==> src/core/piw_pkg.sv <==
// Shared constants and types of the priority interrupt and wake controller
`default_nettype none
package piw_pkg;
   localparam int NSRC = 12;
   localparam int NVEC = 10;
   localparam int NEXT = 5;
   // Register byte offsets
   localparam logic [7:0] A_LVL = 8'h00;
   localparam logic [7:0] A_MODE = 8'h04;
   localparam logic [7:0] A_EN = 8'h08;
   localparam logic [7:0] A_PEND = 8'h0C;
   localparam logic [7:0] A_STAT = 8'h10;
   localparam logic [7:0] A_STBY = 8'h14;
   // Reset values
   localparam logic [NVEC-1:0] LVL_RST = 10'h000;
   localparam logic [9:0] MODE_RST = 10'h000;
   localparam logic [NSRC-1:0] EN_RST = 12'h000;
   // Status field positions
   localparam int ST_ISR_LSB = 0;
   localparam int ST_STBY_LSB = 4;
   localparam int ST_LVL_LSB = 8;
   // Trigger codes; HIGH means both edges on inputs c to e
   localparam logic [1:0] TRG_RISE = 2'h0;
   localparam logic [1:0] TRG_FALL = 2'h1;
   localparam logic [1:0] TRG_HIGH = 2'h2;
   localparam logic [1:0] TRG_LOW = 2'h3;
   // Standby commands
   localparam logic [1:0] CMD_LIGHT = 2'h1;
   localparam logic [1:0] CMD_DEEP = 2'h2;
   // Vector addresses
   localparam logic [15:0] VEC_BASE = 16'h0003;
   localparam int VEC_SHIFT = 3;
   // Vectors whose upper level is the top level
   localparam logic [NVEC-1:0] TOP_VEC = 10'h003;
   // Sources that always release deep standby (c, e, port zero)
   localparam logic [NSRC-1:0] DEEP_SRC = 12'h814;
   // Source to vector: a,b,c,d,e,t0l,t0h,serial,conv,timer a,timer b,port0
   localparam logic [3:0] SRC_VEC [NSRC] = '{4'h0, 4'h1, 4'h2, 4'h3,
      4'h2, 4'h2, 4'h4, 4'h7, 4'h8, 4'h8, 4'h8, 4'h9};
   typedef enum logic [1:0] {
      PIW_NONE = 2'b00, PIW_LOW = 2'b01, PIW_HIGH = 2'b10, PIW_TOP = 2'b11
   } piw_lvl_t;
   typedef enum logic [1:0] {
      STB_RUN = 2'b00, STB_LIGHT = 2'b01, STB_DEEP = 2'b10
   } piw_stby_t;
   typedef struct packed {
      logic valid;
      piw_lvl_t lvl;
      logic [15:0] addr;
   } piw_irq_t;
   typedef struct packed {
      logic wr;
      logic [7:0] addr;
   } piw_bus_t;
endpackage
`default_nettype wire

==> src/core/piw_ctrl.sv <==
// Vectored three level interrupt controller with standby wake logic
//
// Chosen here: the register addresses and the AHB-Lite interface to the registers.
`default_nettype none
////////////////////////////////////////////////////////////////////////
// How it works
// - Each vector is ranked at one of three levels, top above high above low.
// - A request at or below the level in service is not offered.
// - Of several pending vectors, the highest level wins.
// - Among equal levels the smallest vector address wins.
// - Ten vectors from 0003h to 004Bh step eight bytes; two are unused.
// - Vectors one and two may be top or low, the rest high or low.
// - Vector three merges inputs c, e and timer-zero low half, vector nine the converter and both 8-bit timers, vector ten port zero.
// - Light standby halts the core only; clocks and peripherals run.
// - Light standby ends on the reset pin, a system reset or any interrupt.
// - Deep standby halts the core and peripherals and stops oscillators.
// - Deep standby ends on reset pin, system reset, inputs a, b, c, e or port zero.
// - Inputs a and b release deep standby only in a level mode.
// - Inputs a and b trigger on rise, fall, high or low, never both edges.
// - Inputs c, d and e trigger on rise, fall or both edges, never on level.
module piw_ctrl
   import piw_pkg::*;
(
   // Clock and reset
   input wire logic hclk,
   input wire logic hresetn,
   // AHB-Lite slave
   input wire logic hsel,
   input wire logic [7:0] haddr,
   input wire logic [1:0] htrans,
   input wire logic hwrite,
   input wire logic [2:0] hsize,
   input wire logic [31:0] hwdata,
   input wire logic hready,
   output logic hreadyout,
   output logic hresp,
   output logic [31:0] hrdata,
   // Interrupt pins and on-chip events
   input wire logic [NEXT-1:0] ext_pin,
   input wire logic [6:0] periph_evt,
   input wire logic reset_pin_n,
   input wire logic sys_rst_evt,
   // Core side
   input wire logic core_ack,
   input wire logic core_ret,
   output piw_irq_t irq,
   output logic cpu_halt,
   output logic periph_stop,
   output logic osc_stop
);
   ////////////////////////////////////////////////////////////////////////
   logic [NVEC-1:0] lvl_sel;
   logic [9:0] ext_mode;
   logic [NSRC-1:0] src_en, pend, pend_set, pend_clr;
   logic [NEXT-1:0] pin_s1, pin_s2, pin_d;
   logic rp_s1, rp_s2;
   logic [2:0] isr;
   piw_lvl_t cur_lvl;
   piw_stby_t stby, next_stby;
   piw_bus_t ap;
   logic ap_act;
   logic [NVEC-1:0] vpend;
   piw_lvl_t vlvl [NVEC];
   piw_irq_t next_irq;
   logic [3:0] next_vidx;
   logic any_pend, deep_wake, light_wake, wr_stby;
   logic [NSRC-1:0] deep_mask;
   logic [31:0] rd_mux;

   ////////////////////////////////////////////////////////////////////////
   // Bus: zero wait state, always OKAY; read data captured at address phase
   always_ff @(posedge hclk or negedge hresetn) begin
      if (!hresetn) begin
         ap <= '0;
         ap_act <= 1'b0;
         hreadyout <= 1'b0;
         hresp <= 1'b0;
         hrdata <= 32'h0000_0000;
      end else begin
         ap_act <= hsel && htrans[1] && hready;
         ap <= '{wr: hwrite, addr: haddr};
         hreadyout <= 1'b1;
         hresp <= 1'b0;
         if (hsel && htrans[1] && hready && !hwrite) begin
            hrdata <= rd_mux;
         end
      end
   end

   // Read mux; unmapped offsets read zero
   always_comb begin
      rd_mux = 32'h0000_0000;
      unique case (haddr)
         A_LVL: rd_mux[NVEC-1:0] = lvl_sel;
         A_MODE: rd_mux[9:0] = ext_mode;
         A_EN: rd_mux[NSRC-1:0] = src_en;
         A_PEND: rd_mux[NSRC-1:0] = pend;
         A_STAT: begin
            rd_mux[ST_ISR_LSB +: 3] = isr;
            rd_mux[ST_STBY_LSB +: 2] = stby;
            rd_mux[ST_LVL_LSB +: 2] = cur_lvl;
         end
         A_STBY: rd_mux[1:0] = stby;
         default: rd_mux = 32'h0000_0000;
      endcase
   end

   // Configuration registers
   always_ff @(posedge hclk or negedge hresetn) begin
      if (!hresetn) begin
         lvl_sel <= LVL_RST;
         ext_mode <= MODE_RST;
         src_en <= EN_RST;
      end else if (ap_act && ap.wr) begin
         if (ap.addr == A_LVL) lvl_sel <= hwdata[NVEC-1:0];
         if (ap.addr == A_MODE) ext_mode <= hwdata[9:0];
         if (ap.addr == A_EN) src_en <= hwdata[NSRC-1:0];
      end
   end

   assign pend_clr = (ap_act && ap.wr && ap.addr == A_PEND) ?
      hwdata[NSRC-1:0] : '0;
   assign wr_stby = ap_act && ap.wr && ap.addr == A_STBY;

   ////////////////////////////////////////////////////////////////////////
   // Pin synchronisers; only the second stage and its delayed copy are looked at
   always_ff @(posedge hclk or negedge hresetn) begin
      if (!hresetn) begin
         pin_s1 <= '0;
         pin_s2 <= '0;
         pin_d <= '0;
         rp_s1 <= 1'b1;
         rp_s2 <= 1'b1;
      end else begin
         pin_s1 <= ext_pin;
         pin_s2 <= pin_s1;
         pin_d <= pin_s2;
         rp_s1 <= reset_pin_n;
         rp_s2 <= rp_s1;
      end
   end

   // Trigger detection per external input
   always_comb begin
      logic [1:0] m;
      logic rise, fall;
      m = 2'h0;
      rise = 1'b0;
      fall = 1'b0;
      pend_set = '0;
      for (int i = 0; i < NEXT; i++) begin
         m = ext_mode[2*i +: 2];
         rise = pin_s2[i] && !pin_d[i];
         fall = !pin_s2[i] && pin_d[i];
         if (i < 2) begin
            unique case (m)
               TRG_RISE: pend_set[i] = rise;
               TRG_FALL: pend_set[i] = fall;
               TRG_HIGH: pend_set[i] = pin_s2[i];
               TRG_LOW: pend_set[i] = !pin_s2[i];
            endcase
         end else begin
            unique case (m)
               TRG_RISE: pend_set[i] = rise;
               TRG_FALL: pend_set[i] = fall;
               TRG_HIGH: pend_set[i] = rise || fall;
               TRG_LOW: pend_set[i] = 1'b0;
            endcase
         end
      end
      pend_set[NSRC-1:NEXT] = periph_evt;
   end

   // Pending flags: a new event wins over a clear in the same cycle
   always_ff @(posedge hclk or negedge hresetn) begin
      if (!hresetn) begin
         pend <= '0;
      end else begin
         pend <= (pend & ~pend_clr) | pend_set;
      end
   end

   ////////////////////////////////////////////////////////////////////////
   // Merge sources into vectors and give each vector its level
   always_comb begin
      vpend = '0;
      for (int s = 0; s < NSRC; s++) begin
         if (pend[s] && src_en[s]) vpend[SRC_VEC[s]] = 1'b1;
      end
      for (int v = 0; v < NVEC; v++) begin
         if (!lvl_sel[v]) vlvl[v] = PIW_LOW;
         else if (TOP_VEC[v]) vlvl[v] = PIW_TOP;
         else vlvl[v] = PIW_HIGH;
      end
   end

   // Level in service is the highest nested one
   always_comb begin
      if (isr[2]) cur_lvl = PIW_TOP;
      else if (isr[1]) cur_lvl = PIW_HIGH;
      else if (isr[0]) cur_lvl = PIW_LOW;
      else cur_lvl = PIW_NONE;
   end

   // Arbiter: scan downward so the smallest index of the highest pending level survives
   always_comb begin
      next_irq = '0;
      next_vidx = 4'h0;
      for (int v = NVEC - 1; v >= 0; v--) begin
         if (vpend[v] && vlvl[v] > cur_lvl &&
             (!next_irq.valid || vlvl[v] >= next_irq.lvl)) begin
            next_irq.valid = 1'b1;
            next_irq.lvl = vlvl[v];
            next_vidx = 4'(v);
            next_irq.addr = VEC_BASE + (16'(v) << VEC_SHIFT);
         end
      end
   end

   // Offer to the core; cleared on the ack cycle to avoid a double take
   always_ff @(posedge hclk or negedge hresetn) begin
      if (!hresetn) begin
         irq <= '0;
      end else if (core_ack && irq.valid) begin
         irq <= '0;
      end else begin
         irq <= next_irq;
      end
   end

   // Nesting: ack sets the granted level, return drops the highest one
   always_ff @(posedge hclk or negedge hresetn) begin
      if (!hresetn) begin
         isr <= 3'h0;
      end else begin
         logic [2:0] n;
         n = isr;
         if (core_ret) begin
            if (n[2]) n[2] = 1'b0;
            else if (n[1]) n[1] = 1'b0;
            else n[0] = 1'b0;
         end
         if (core_ack && irq.valid && irq.lvl != PIW_NONE) begin
            n[irq.lvl - 2'd1] = 1'b1;
         end
         isr <= n;
      end
   end

   ////////////////////////////////////////////////////////////////////////
   // Standby wake conditions
   assign any_pend = |(pend & src_en);
   assign deep_mask = DEEP_SRC | {10'h000,
      ext_mode[3], ext_mode[1]};
   assign deep_wake = |(pend & src_en & deep_mask);
   assign light_wake = !rp_s2 || sys_rst_evt;

   always_comb begin
      next_stby = stby;
      unique case (stby)
         STB_RUN: begin
            if (wr_stby && hwdata[1:0] == CMD_LIGHT) next_stby = STB_LIGHT;
            if (wr_stby && hwdata[1:0] == CMD_DEEP) next_stby = STB_DEEP;
         end
         STB_LIGHT: if (light_wake || any_pend) next_stby = STB_RUN;
         STB_DEEP: if (light_wake || deep_wake) next_stby = STB_RUN;
         default: next_stby = STB_RUN;
      endcase
   end

   // Standby state and its control outputs, kept in step
   always_ff @(posedge hclk or negedge hresetn) begin
      if (!hresetn) begin
         stby <= STB_RUN;
         cpu_halt <= 1'b0;
         periph_stop <= 1'b0;
         osc_stop <= 1'b0;
      end else begin
         stby <= next_stby;
         cpu_halt <= next_stby != STB_RUN;
         periph_stop <= next_stby == STB_DEEP;
         osc_stop <= next_stby == STB_DEEP;
      end
   end

   ////////////////////////////////////////////////////////////////////////
   // Helper terms for the checks
   logic hi_pend, lo_idx_pend;
   always_comb begin
      hi_pend = 1'b0;
      lo_idx_pend = 1'b0;
      for (int v = 0; v < NVEC; v++) begin
         if (vpend[v] && vlvl[v] > next_irq.lvl) hi_pend = 1'b1;
         if (vpend[v] && vlvl[v] == next_irq.lvl && 4'(v) < next_vidx)
            lo_idx_pend = 1'b1;
      end
   end

   chk_no_low_grant: assert property (@(posedge hclk) disable iff (!hresetn)
      next_irq.valid |-> next_irq.lvl > cur_lvl)
      else $error("offer not above level in service");
   chk_level_win: assert property (@(posedge hclk) disable iff (!hresetn)
      next_irq.valid |-> !hi_pend)
      else $error("higher level vector was passed over");
   chk_small_vector: assert property (@(posedge hclk) disable iff (!hresetn)
      next_irq.valid |-> !lo_idx_pend)
      else $error("smaller vector of equal level was passed over");
   chk_pair_levels: assert property (@(posedge hclk) disable iff (!hresetn)
      vlvl[0] inside {PIW_TOP, PIW_LOW} && vlvl[2] != PIW_TOP)
      else $error("vector level outside allowed pair");
   chk_ack_raises: assert property (@(posedge hclk) disable iff (!hresetn)
      core_ack && !core_ret && irq.valid |=> cur_lvl == $past(irq.lvl))
      else $error("grant did not raise level");
   chk_pend_hold: assert property (@(posedge hclk) disable iff (!hresetn)
      pend_clr == '0 |=> (pend & $past(pend)) == $past(pend))
      else $error("pending flag lost without clear");
   chk_light_wake: assert property (@(posedge hclk) disable iff (!hresetn)
      stby == STB_LIGHT && any_pend |=> stby == STB_RUN ##1 !cpu_halt)
      else $error("light standby not left on interrupt");
   chk_light_run: assert property (@(posedge hclk) disable iff (!hresetn)
      stby == STB_LIGHT |-> cpu_halt && !periph_stop && !osc_stop)
      else $error("light standby outputs wrong");
   chk_deep_outputs: assert property (@(posedge hclk) disable iff (!hresetn)
      stby == STB_DEEP |-> cpu_halt && periph_stop && osc_stop)
      else $error("deep standby outputs wrong");
   chk_deep_wake: assert property (@(posedge hclk) disable iff (!hresetn)
      stby == STB_DEEP && deep_wake |=> stby == STB_RUN)
      else $error("deep standby not left on wake source");
   chk_edge_no_wake: assert property (@(posedge hclk) disable iff (!hresetn)
      stby == STB_DEEP && !ext_mode[1] && light_wake == 1'b0 &&
      (pend & src_en & ~12'h001) == '0 |=> stby == STB_DEEP)
      else $error("edge mode input a woke deep standby");
endmodule
`default_nettype wire

==> config.mk <==
export PLATFORM = sky130hd
export DESIGN_NAME = piw_ctrl
export DESIGN_NICKNAME = d
export VERILOG_FILES = /design/src/core/piw_pkg.sv /design/src/core/piw_ctrl.sv
export SDC_FILE = /design/constraint.sdc
export NUM_CORES = 1
export LEC_CHECK = 0
export BUFFER_PORTS_ARGS = -buffer_cell sky130_fd_sc_hd__buf_2
export CAP_MARGIN = 5
export CORE_MARGIN = 2
export CORE_UTILIZATION = 54
export CTS_CLUSTER_DIAMETER = 80
export DETAILED_ROUTE_END_ITERATION = 7
export PLACE_DENSITY = 0.87
export SYNTH_ARGS = -nofsm -noshare
export SYNTH_HDL_FRONTEND = slang
export SYNTH_SLANG_ARGS = --single-unit
export TNS_END_PERCENT = 20
==> constraint.sdc <==
create_clock -name hclk -period 9.44 [get_ports hclk]
set_clock_uncertainty 0.2 [all_clocks]
set_input_delay 0.472 -clock hclk [delete_from_list [all_inputs] [get_ports hclk]]
set_output_delay 0.472 -clock hclk [all_outputs]
set_load 0.03 [all_outputs]
==> summary.md, run 1 <==
| Metric | Value |
|---|---|
| Run status | finished clean |
| Layout cell share with drive strength beyond 1 | 24.2% |
| Starting Density | 56.2% |
| Worst-Skew Late Latency | 0.37 ns |
| Crit path max fanout | 8 |
| TritonCTS clock tree | yes |
| Fin nets | 657 |
| Root Buffer Master | clkbuf_8 |
| Routed wire per std cell | 17.2 µm |
| Setup tns final | 0 ns |
| DR vias/cell | 5.79 |
| Final hold violations | 0 |
| Simple-Gate Fraction of Synth Area | 12.3% |
| Grt total ovfl | 0 |
| Peak supply drop | 0.111 mV |
| GP Congestion | 0.882 |
| Die height | 103 µm |
| Worst setup slack after layout | 0.813 ns |
| DR DRC count | 0 |
| # diodes | 0 |
| Crit path max-delay family | compound AO/OA/AOI/OAI gates |
| Synth top area share | 45.8% |
| Crit-path max cell delay | 0.41 ns |
| # rows | 35 |
| CTS Buf Count | 9 |
| Postcts setup bufs | 0 |
| Syn Std Cell Area | 5240 µm² |
| Vias in the first global route | 4,004 |
| Post-synthesis instance total | 491 |
| Max-slew violation count | 0 |
| Count of state elements after synthesis | 98 |
| Place WS | 0.879 ns |
| Yosys cell types | 58 |
| Post-synthesis sequential area ratio | 46.8% |
| Count of flip-flops with a built-in enable after synthesis | 0 |
| Post-synthesis xor/xnor area fraction | 0.334% |
| Crit. End Element | flop |
| Final setup violation count | 0 |
| Worst-path clk slew | 0.11 ns |
| Chip Width | 103 µm |
| RSZ-0062 raised after global routing | no |
| WP data required | 9.52 ns |
| Final WL | 11,900 µm |
| CP bufs+invs | 2 |
| Tot Pwr | 1.37 mW |
| Top cell type by total area after synthesis | dfrtp_1 |
| First-pass GRT wire length | 19,600 µm |
| Top cells by area, synth | dfrtp_1 (46%), mux2_2 (7.9%), ha_1 (7.2%) |
| Slew HR | 34.2% |
| Core box area | 9330 µm² |
| Class of the worst hold path | input port to flop |
| I/O pins | 122 |
| CTS sink cnt | 98 |
| Synth Flop Type | dfrtp_1 |
| Startpoint type of the worst setup path | flop |
| Async SR Flop Fraction | 100% |
| Slowest CP cell | dfrtp_1 |
| Clock tree buffer depth | 2 |
| Max frequency | 0.116 GHz |
| Largest net degree at the start of global routing | 60 |
| Post-detail-place hpwl | 8770 µm |
| Static leakage | 2.76 nW |
| Synth Area in Adders | 7.16% |
| Synth warn | 0 |
| Critical path's most frequent cell | a21oi_1 |
| Die footprint | 10,500 µm² |
| Drt first-iter violations | 262 |
| Worst hold slack | 0.00789 ns |
| Crit path time final | 8.63 ns |
| CP Class | flop to flop |
| Port buffer count | 66 |
| Pwr/cell area | 234 nW/µm² |
| Via count | 4,022 |
| Number of routed nets with antenna violations | 0 |
| DR pass1 iterations | 5 |
| Post-synthesis mux area share | 11.5% |
| Arrival time worst endpoint | 8.70 ns |
| GRT Util Overall | 24.4% |
| Final Cycle Share | 91.4% |
| Pin slew with the least headroom to its limit | 0.983 ns |
| Max H-tree Level | 3 |
| Syn Area/Cell | 10.7 µm² |
| Largest family of logic cells by synthesized area | compound AO/OA/AOI/OAI gates |
| Complex-gate fraction of the synthesized area | 14.7% |
| Max Cap Viol | 0 |
| Initial antenna violation count | 0 |
| Layout area overhead | 11.6% |
## report_power, final
part | leakage [nW] | internal, mW | switching [mW]
Clock | 0.0966 | 0.109 | 0.160
Combinational | 1.47 | 0.249 | 0.384
Sequential | 1.20 | 0.447 | 0.0204
Total | 2.76 | 0.806 | 0.564
## routing by layer
layer  vias up  global-route usage (%)  wire length [µm]
li1       1845                       -                 -
met1      1977                    30.6              4920
met2       173                    41.5              5830
met3        27                    4.75               922
met4         0                    10.1               255
met5         -                       0                 0
## sequential cells by signal (all words and copies together), names as in the netlist
register / flops
ap: 9
ap_act: 1
cpu_halt: 1
ext_mode: 10
hrdata: 12
hreadyout: 1
irq: 7
isr: 3
lvl_sel: 10
osc_stop: 1
pend: 12
pin_d: 5
pin_s1: 5
pin_s2: 5
rp_s1: 1
rp_s2: 1
src_en: 12
stby: 2
## logic make-up (layout without fill, tap and decap cells)
kind of cell | Yosys count | in the layout
multiplexers | 52 | 52
flip-flops | 98 | 98
buffers and inverters | 64 | 109
XOR/XNOR | 2 | 2
AND/OR/NAND/NOR | 136 | 136
adder cells (fa/ha/maj) | 30 | 30
AO/OA/AOI/OAI | 107 | 107
other | 2 | 32
## area by class of cell
class | instances | area, µm²
Inverter | 17 | 63.8
Multi-Input combinational cell | 359 | 2540
Tap cell | 129 | 161
Timing Repair Buffer | 76 | 428
Clock inverter | 6 | 58.8
Fill cell | 755 | 3480
Sequential cell | 98 | 2450
Clock buffer | 10 | 138
## path summary, 6_finish.rpt
kind	startpoint	endpoint	slack [ns]	cells past startpoint
worst max-delay path	isr[1]$_DFF_PN0_	irq[6]$_DFF_PN0_	0.81	41
worst min-delay path	hwrite	ap[8]$_DFF_PN0_	0.008	1
worst max register to register	isr[1]$_DFF_PN0_	irq[6]$_DFF_PN0_	0.81	41
worst min register to register	pin_s1[2]$_DFF_PN0_	pin_s2[2]$_DFF_PN0_	0.16	0
max in group asynchronous	hresetn	pend[3]$_DFF_PN0_	7.51	3
min in group asynchronous	hresetn	hreadyout$_DFF_PN0_	0.40	2
## synth_stat cells, drive strengths merged (3+ instances only)
library cell	count
clkbuf	11
nor3	5
a21oi	19
inv	17
nor2b	5
nand2b	11
or2	4
ha	30
a21o	9
mux2	37
a31oi	4
nor2	24
nand3	12
a221o	7
mux2i	12
nor3b	4
o31a	4
a22oi	4
o21ai	28
nand2	60
o2111a	3
a221oi	4
and2	3
mux4	3
buf	36
o2111ai	4
dfrtp	96
o31ai	4
## repair_timing
item / CTS / global route
setup endpoints to repair: 0 / 1
gates resized for setup: 0 / 1
hold endpoints to repair: 43 / 1
hold buffers: 7 / 1
## per-stage QoR
stage / utilization (%) / std cells / instance area, µm²
after floorplan: - / 521 / 5360
after global placement: 59.7 / 671 / 5570
after detailed placement: 59.7 / 671 / 5570
after CTS: 62.6 / 694 / 5840
after global routing: 62.7 / 695 / 5850
final: 62.7 / 695 / 5850
## placed cells by master, fill, tap and decap left out, types with 17 or more instances in the layout
cell type / instances
dfrtp_1: 96
buf_2: 65
nand2_1: 60
mux2_2: 37
conb_1: 32
ha_1: 30
nor2_1: 24
o21ai_0: 24
a21oi_1: 19
inv_1: 17
No activity file was read; power rests on OpenSTA's default activity.
==> run 2, diff against run 1 <==
--- a/config.mk
+++ b/config.mk
@@ -5,7 +5,7 @@
 export SDC_FILE = /design/constraint.sdc
 export NUM_CORES = 1
 export LEC_CHECK = 0
-export BUFFER_PORTS_ARGS = -buffer_cell sky130_fd_sc_hd__buf_2
+export BUFFER_PORTS_ARGS = -buffer_cell sky130_fd_sc_hd__buf_4
 export CAP_MARGIN = 5
 export CORE_MARGIN = 2
 export CORE_UTILIZATION = 54
==> run 2 against run 1 <==
Effect of this change:
- critical endpoint is now irq[1]$_DFF_PN0_
- combinational power is 3% higher
- die area stayed put
- clock-buffer cell count is 1 lower
- clock power is 7% higher
- flip-flop and latch count stayed put
- global-route usage is 0.49 points lower
- routed wire length is 0.86% higher
==> summary.md, run 2 (same netlist as run 1, synthesis figures left out) <==
| Metric | Value |
|---|---|
| Run status | finished clean (unchanged) |
| Seq pwr share | 33.3% (was 34.2%) |
| Initial antenna violation count | 0 (unchanged) |
| RSZ-0062 raised after global routing | no (unchanged) |
| Clk network pwr share | 20.3% (was 19.6%) |
| Crit-path max cell delay | 0.48 ns (was 0.41 ns) |
| Final WL | 12,000 µm (was 11,900 µm) |
| Class of the worst hold path | input port to flop (unchanged) |
| RR Endpoint | irq[1]$_DFF_PN0_ (was irq[6]$_DFF_PN0_) |
| GP Congestion | 0.907 (was 0.882) |
| Starting Density | 56.2% (unchanged) |
| Post-detail-place hpwl | 8770 µm (about the same) |
| Routed wire per std cell | 17.3 µm (was 17.2 µm) |
| Crit. End Element | flop (unchanged) |
| Static leakage | 2.82 nW (was 2.76 nW) |
| Crit path time final | 8.86 ns (was 8.63 ns) |
| WP data required | 9.54 ns (was 9.52 ns) |
| DR vias/cell | 5.84 (was 5.79) |
| Int Power | 837 µW (was 806 µW) |
| # rows | 35 (unchanged) |
| Core box area | 9330 µm² (unchanged) |
| Worst hold slack | 0.00931 ns (was 0.00789 ns) |
| Startpoint type of the worst setup path | flop (unchanged) |
| CTS Buf Count | 9 (unchanged) |
| Placed Area | 5730 µm² (was 5570 µm²) |
| Slew HR | 34.6% (was 34.2%) |
| DR DRC count | 0 (unchanged) |
| Postcts setup bufs | 0 (unchanged) |
| Largest net degree at the start of global routing | 60 (unchanged) |
| Max H-tree Level | 3 (unchanged) |
| Register-to-Register Path Depth | 40 (was 41) |
| Final hold violations | 0 (unchanged) |
| Max-slew violation count | 0 (unchanged) |
| Top flop regs | hrdata (12), pend (12), src_en (12) (unchanged) |
| Layout cell share with drive strength beyond 1 | 23.9% (was 24.2%) |
| # diodes | 0 (unchanged) |
| GRT Util Overall | 23.9% (was 24.4%) |
| Port buffer count | 66 (unchanged) |
| Drt first-iter violations | 330 (was 262) |
| Pin slew with the least headroom to its limit | 0.975 ns (was 0.983 ns) |
| Peak supply drop | 0.120 mV (was 0.111 mV) |
| Final Cycle Share | 93.8% (was 91.4%) |
| Root Buffer Master | clkbuf_8 (unchanged) |
| Final instance area | 6040 µm² (was 5850 µm²) |
| TritonCTS clock tree | yes (unchanged) |
| Worst Setup SP | isr[2]$_DFF_PN0_ (was isr[1]$_DFF_PN0_) |
| Arrival time worst endpoint | 8.96 ns (was 8.70 ns) |
| Pwr/cell area | 233 nW/µm² (was 234 nW/µm²) |
| Final setup violation count | 0 (unchanged) |
| Fin nets | 659 (was 657) |
| First-pass GRT wire length | 19,100 µm (was 19,600 µm) |
| Vias in the first global route | 3,871 (was 4,004) |
| Post-cts resize count | 0 (unchanged) |
| Non-Filler Instances | 697 (was 695) |
| Slowest CP cell | o2111ai_1 (was dfrtp_1) |
| CP Class | flop to flop (unchanged) |
| Worst-Skew Late Latency | 0.37 ns (about the same) |
| Die height | 103 µm (unchanged) |
| Crit path max fanout | 9 (was 8) |
| Hold-fix buffers, CTS | 9 (was 7) |
| Comb pwr share | 46.4% (was 46.2%) |
| I/O pins | 122 (unchanged) |
| Number of routed nets with antenna violations | 0 (unchanged) |
| Worst r2r src | isr[2]$_DFF_PN0_ (was isr[1]$_DFF_PN0_) |
| CTS sink cnt | 98 (unchanged) |
| Commonest non-fill, non-tap cell in the layout | dfrtp_1 (unchanged) |
| Reg-to-reg slack, setup | 0.58 ns (was 0.81 ns) |
| Via count | 4,070 (was 4,022) |
| Worst-path clk slew | 0.10 ns (was 0.11 ns) |
| Die footprint | 10,500 µm² (unchanged) |
| Clock tree buffer depth | 2 (unchanged) |
| Chip Width | 103 µm (unchanged) |
| Psw | 570 µW (was 564 µW) |
| DP Cell Count | 671 (unchanged) |
| DR pass1 iterations | 5 (unchanged) |
| Max frequency | 0.113 GHz (was 0.116 GHz) |
| Worst setup path end | irq[1]$_DFF_PN0_ (was irq[6]$_DFF_PN0_) |
| Grt total ovfl | 0 (unchanged) |
| Switch share | 40.5% (was 41.2%) |
| Most frequent cells in the layout | dfrtp_1 (96), buf_4 (68), nand2_1 (60), mux2_2 (37), conb_1 (32) (was dfrtp_1 (96), buf_2 (65), nand2_1 (60), mux2_2 (37), conb_1 (32)) |
| Critical path's most frequent cell | a21oi_1 (unchanged) |
| Max Cap Viol | 0 (unchanged) |
| Layout area overhead | 15.2% (was 11.6%) |
| Setup tns final | 0 ns (unchanged) |
| Final Util | 64.7% (was 62.7%) |
[run 2: cell count changes in the layout (fill, tap and decap cells not counted), moves of 2 or more]
cell,previous run,this run
buf_2,65,0
buf_4,3,68
dlygate4sd3_1,8,10
inv_8,0,2
[run 2: per-layer routing]
layer	track usage, %	vias up	part of all wire [%]
met5	0	-	0
met4	10.9	0	2.7
met3	3.73	32	7.2
met2	39.8	209	49
met1	30.9	1966	41
li1	-	1863	-
[run 2: worst max-delay path: cells and delay by family, from the launching register on]
family | cells | cell delay (ns)
AOI/OAI and AO/OA | 17 | 3.43
and+or+nand+nor | 15 | 2.46
adders and majority gates | 6 | 1.63
DFF | 1 | 0.44
muxes | 1 | 0.40
buffers and inverters | 1 | 0.19
[run 2: metrics by stage]
| stage | power, mW | worst slack [ns] |
|---|---|---|
| detailed placement | 1.10 | 0.868 |
| global placement | 1.07 | 1.10 |
| finish | 1.41 | 0.582 |
| floorplan | 0.964 | 1.65 |
| global route | 1.50 | 0.0128 |
| CTS | 1.40 | 0.713 |
[run 2: how the worst min path moves through the flow]
stage,start,endpoint,slack (ns),cells past startpoint
2_1_floorplan,hresetn,ap[0]$_DFF_PN0_,-0.02,0
3_3_place_gp,pin_s1[0]$_DFF_PN0_,pin_s2[0]$_DFF_PN0_,0.13,0
3_5_place_dp,pin_s1[2]$_DFF_PN0_,pin_s2[2]$_DFF_PN0_,0.14,0
4_1_cts,haddr[6],ap[6]$_DFF_PN0_,0.004,1
5_1_grt,ext_pin[3],pin_s1[3]$_DFF_PN0_,0.002,1
6_report,ext_pin[3],pin_s1[3]$_DFF_PN0_,0.009,1
[run 2: power by group through the flow]
| stage | clock network [mW] | logic, mW | registers [mW] |
|---|---|---|---|
| finish | 0.286 | 0.652 | 0.469 |
| global route | 0.304 | 0.720 | 0.472 |
| CTS | 0.289 | 0.640 | 0.469 |
| detailed placement | 0 | 0.626 | 0.477 |
| global placement | 0 | 0.595 | 0.475 |
| floorplan | 0 | 0.472 | 0.493 |
[run 2: layout make-up]
class / instances / area [µm²]
multi-input combinational: 359 / 2540
fill: 719 / 3290
clock inverter: 7 / 83.8
timing repair buffer: 78 / 611
clock buffer: 9 / 124
sequential: 98 / 2450
inverter: 17 / 63.8
tap: 129 / 161
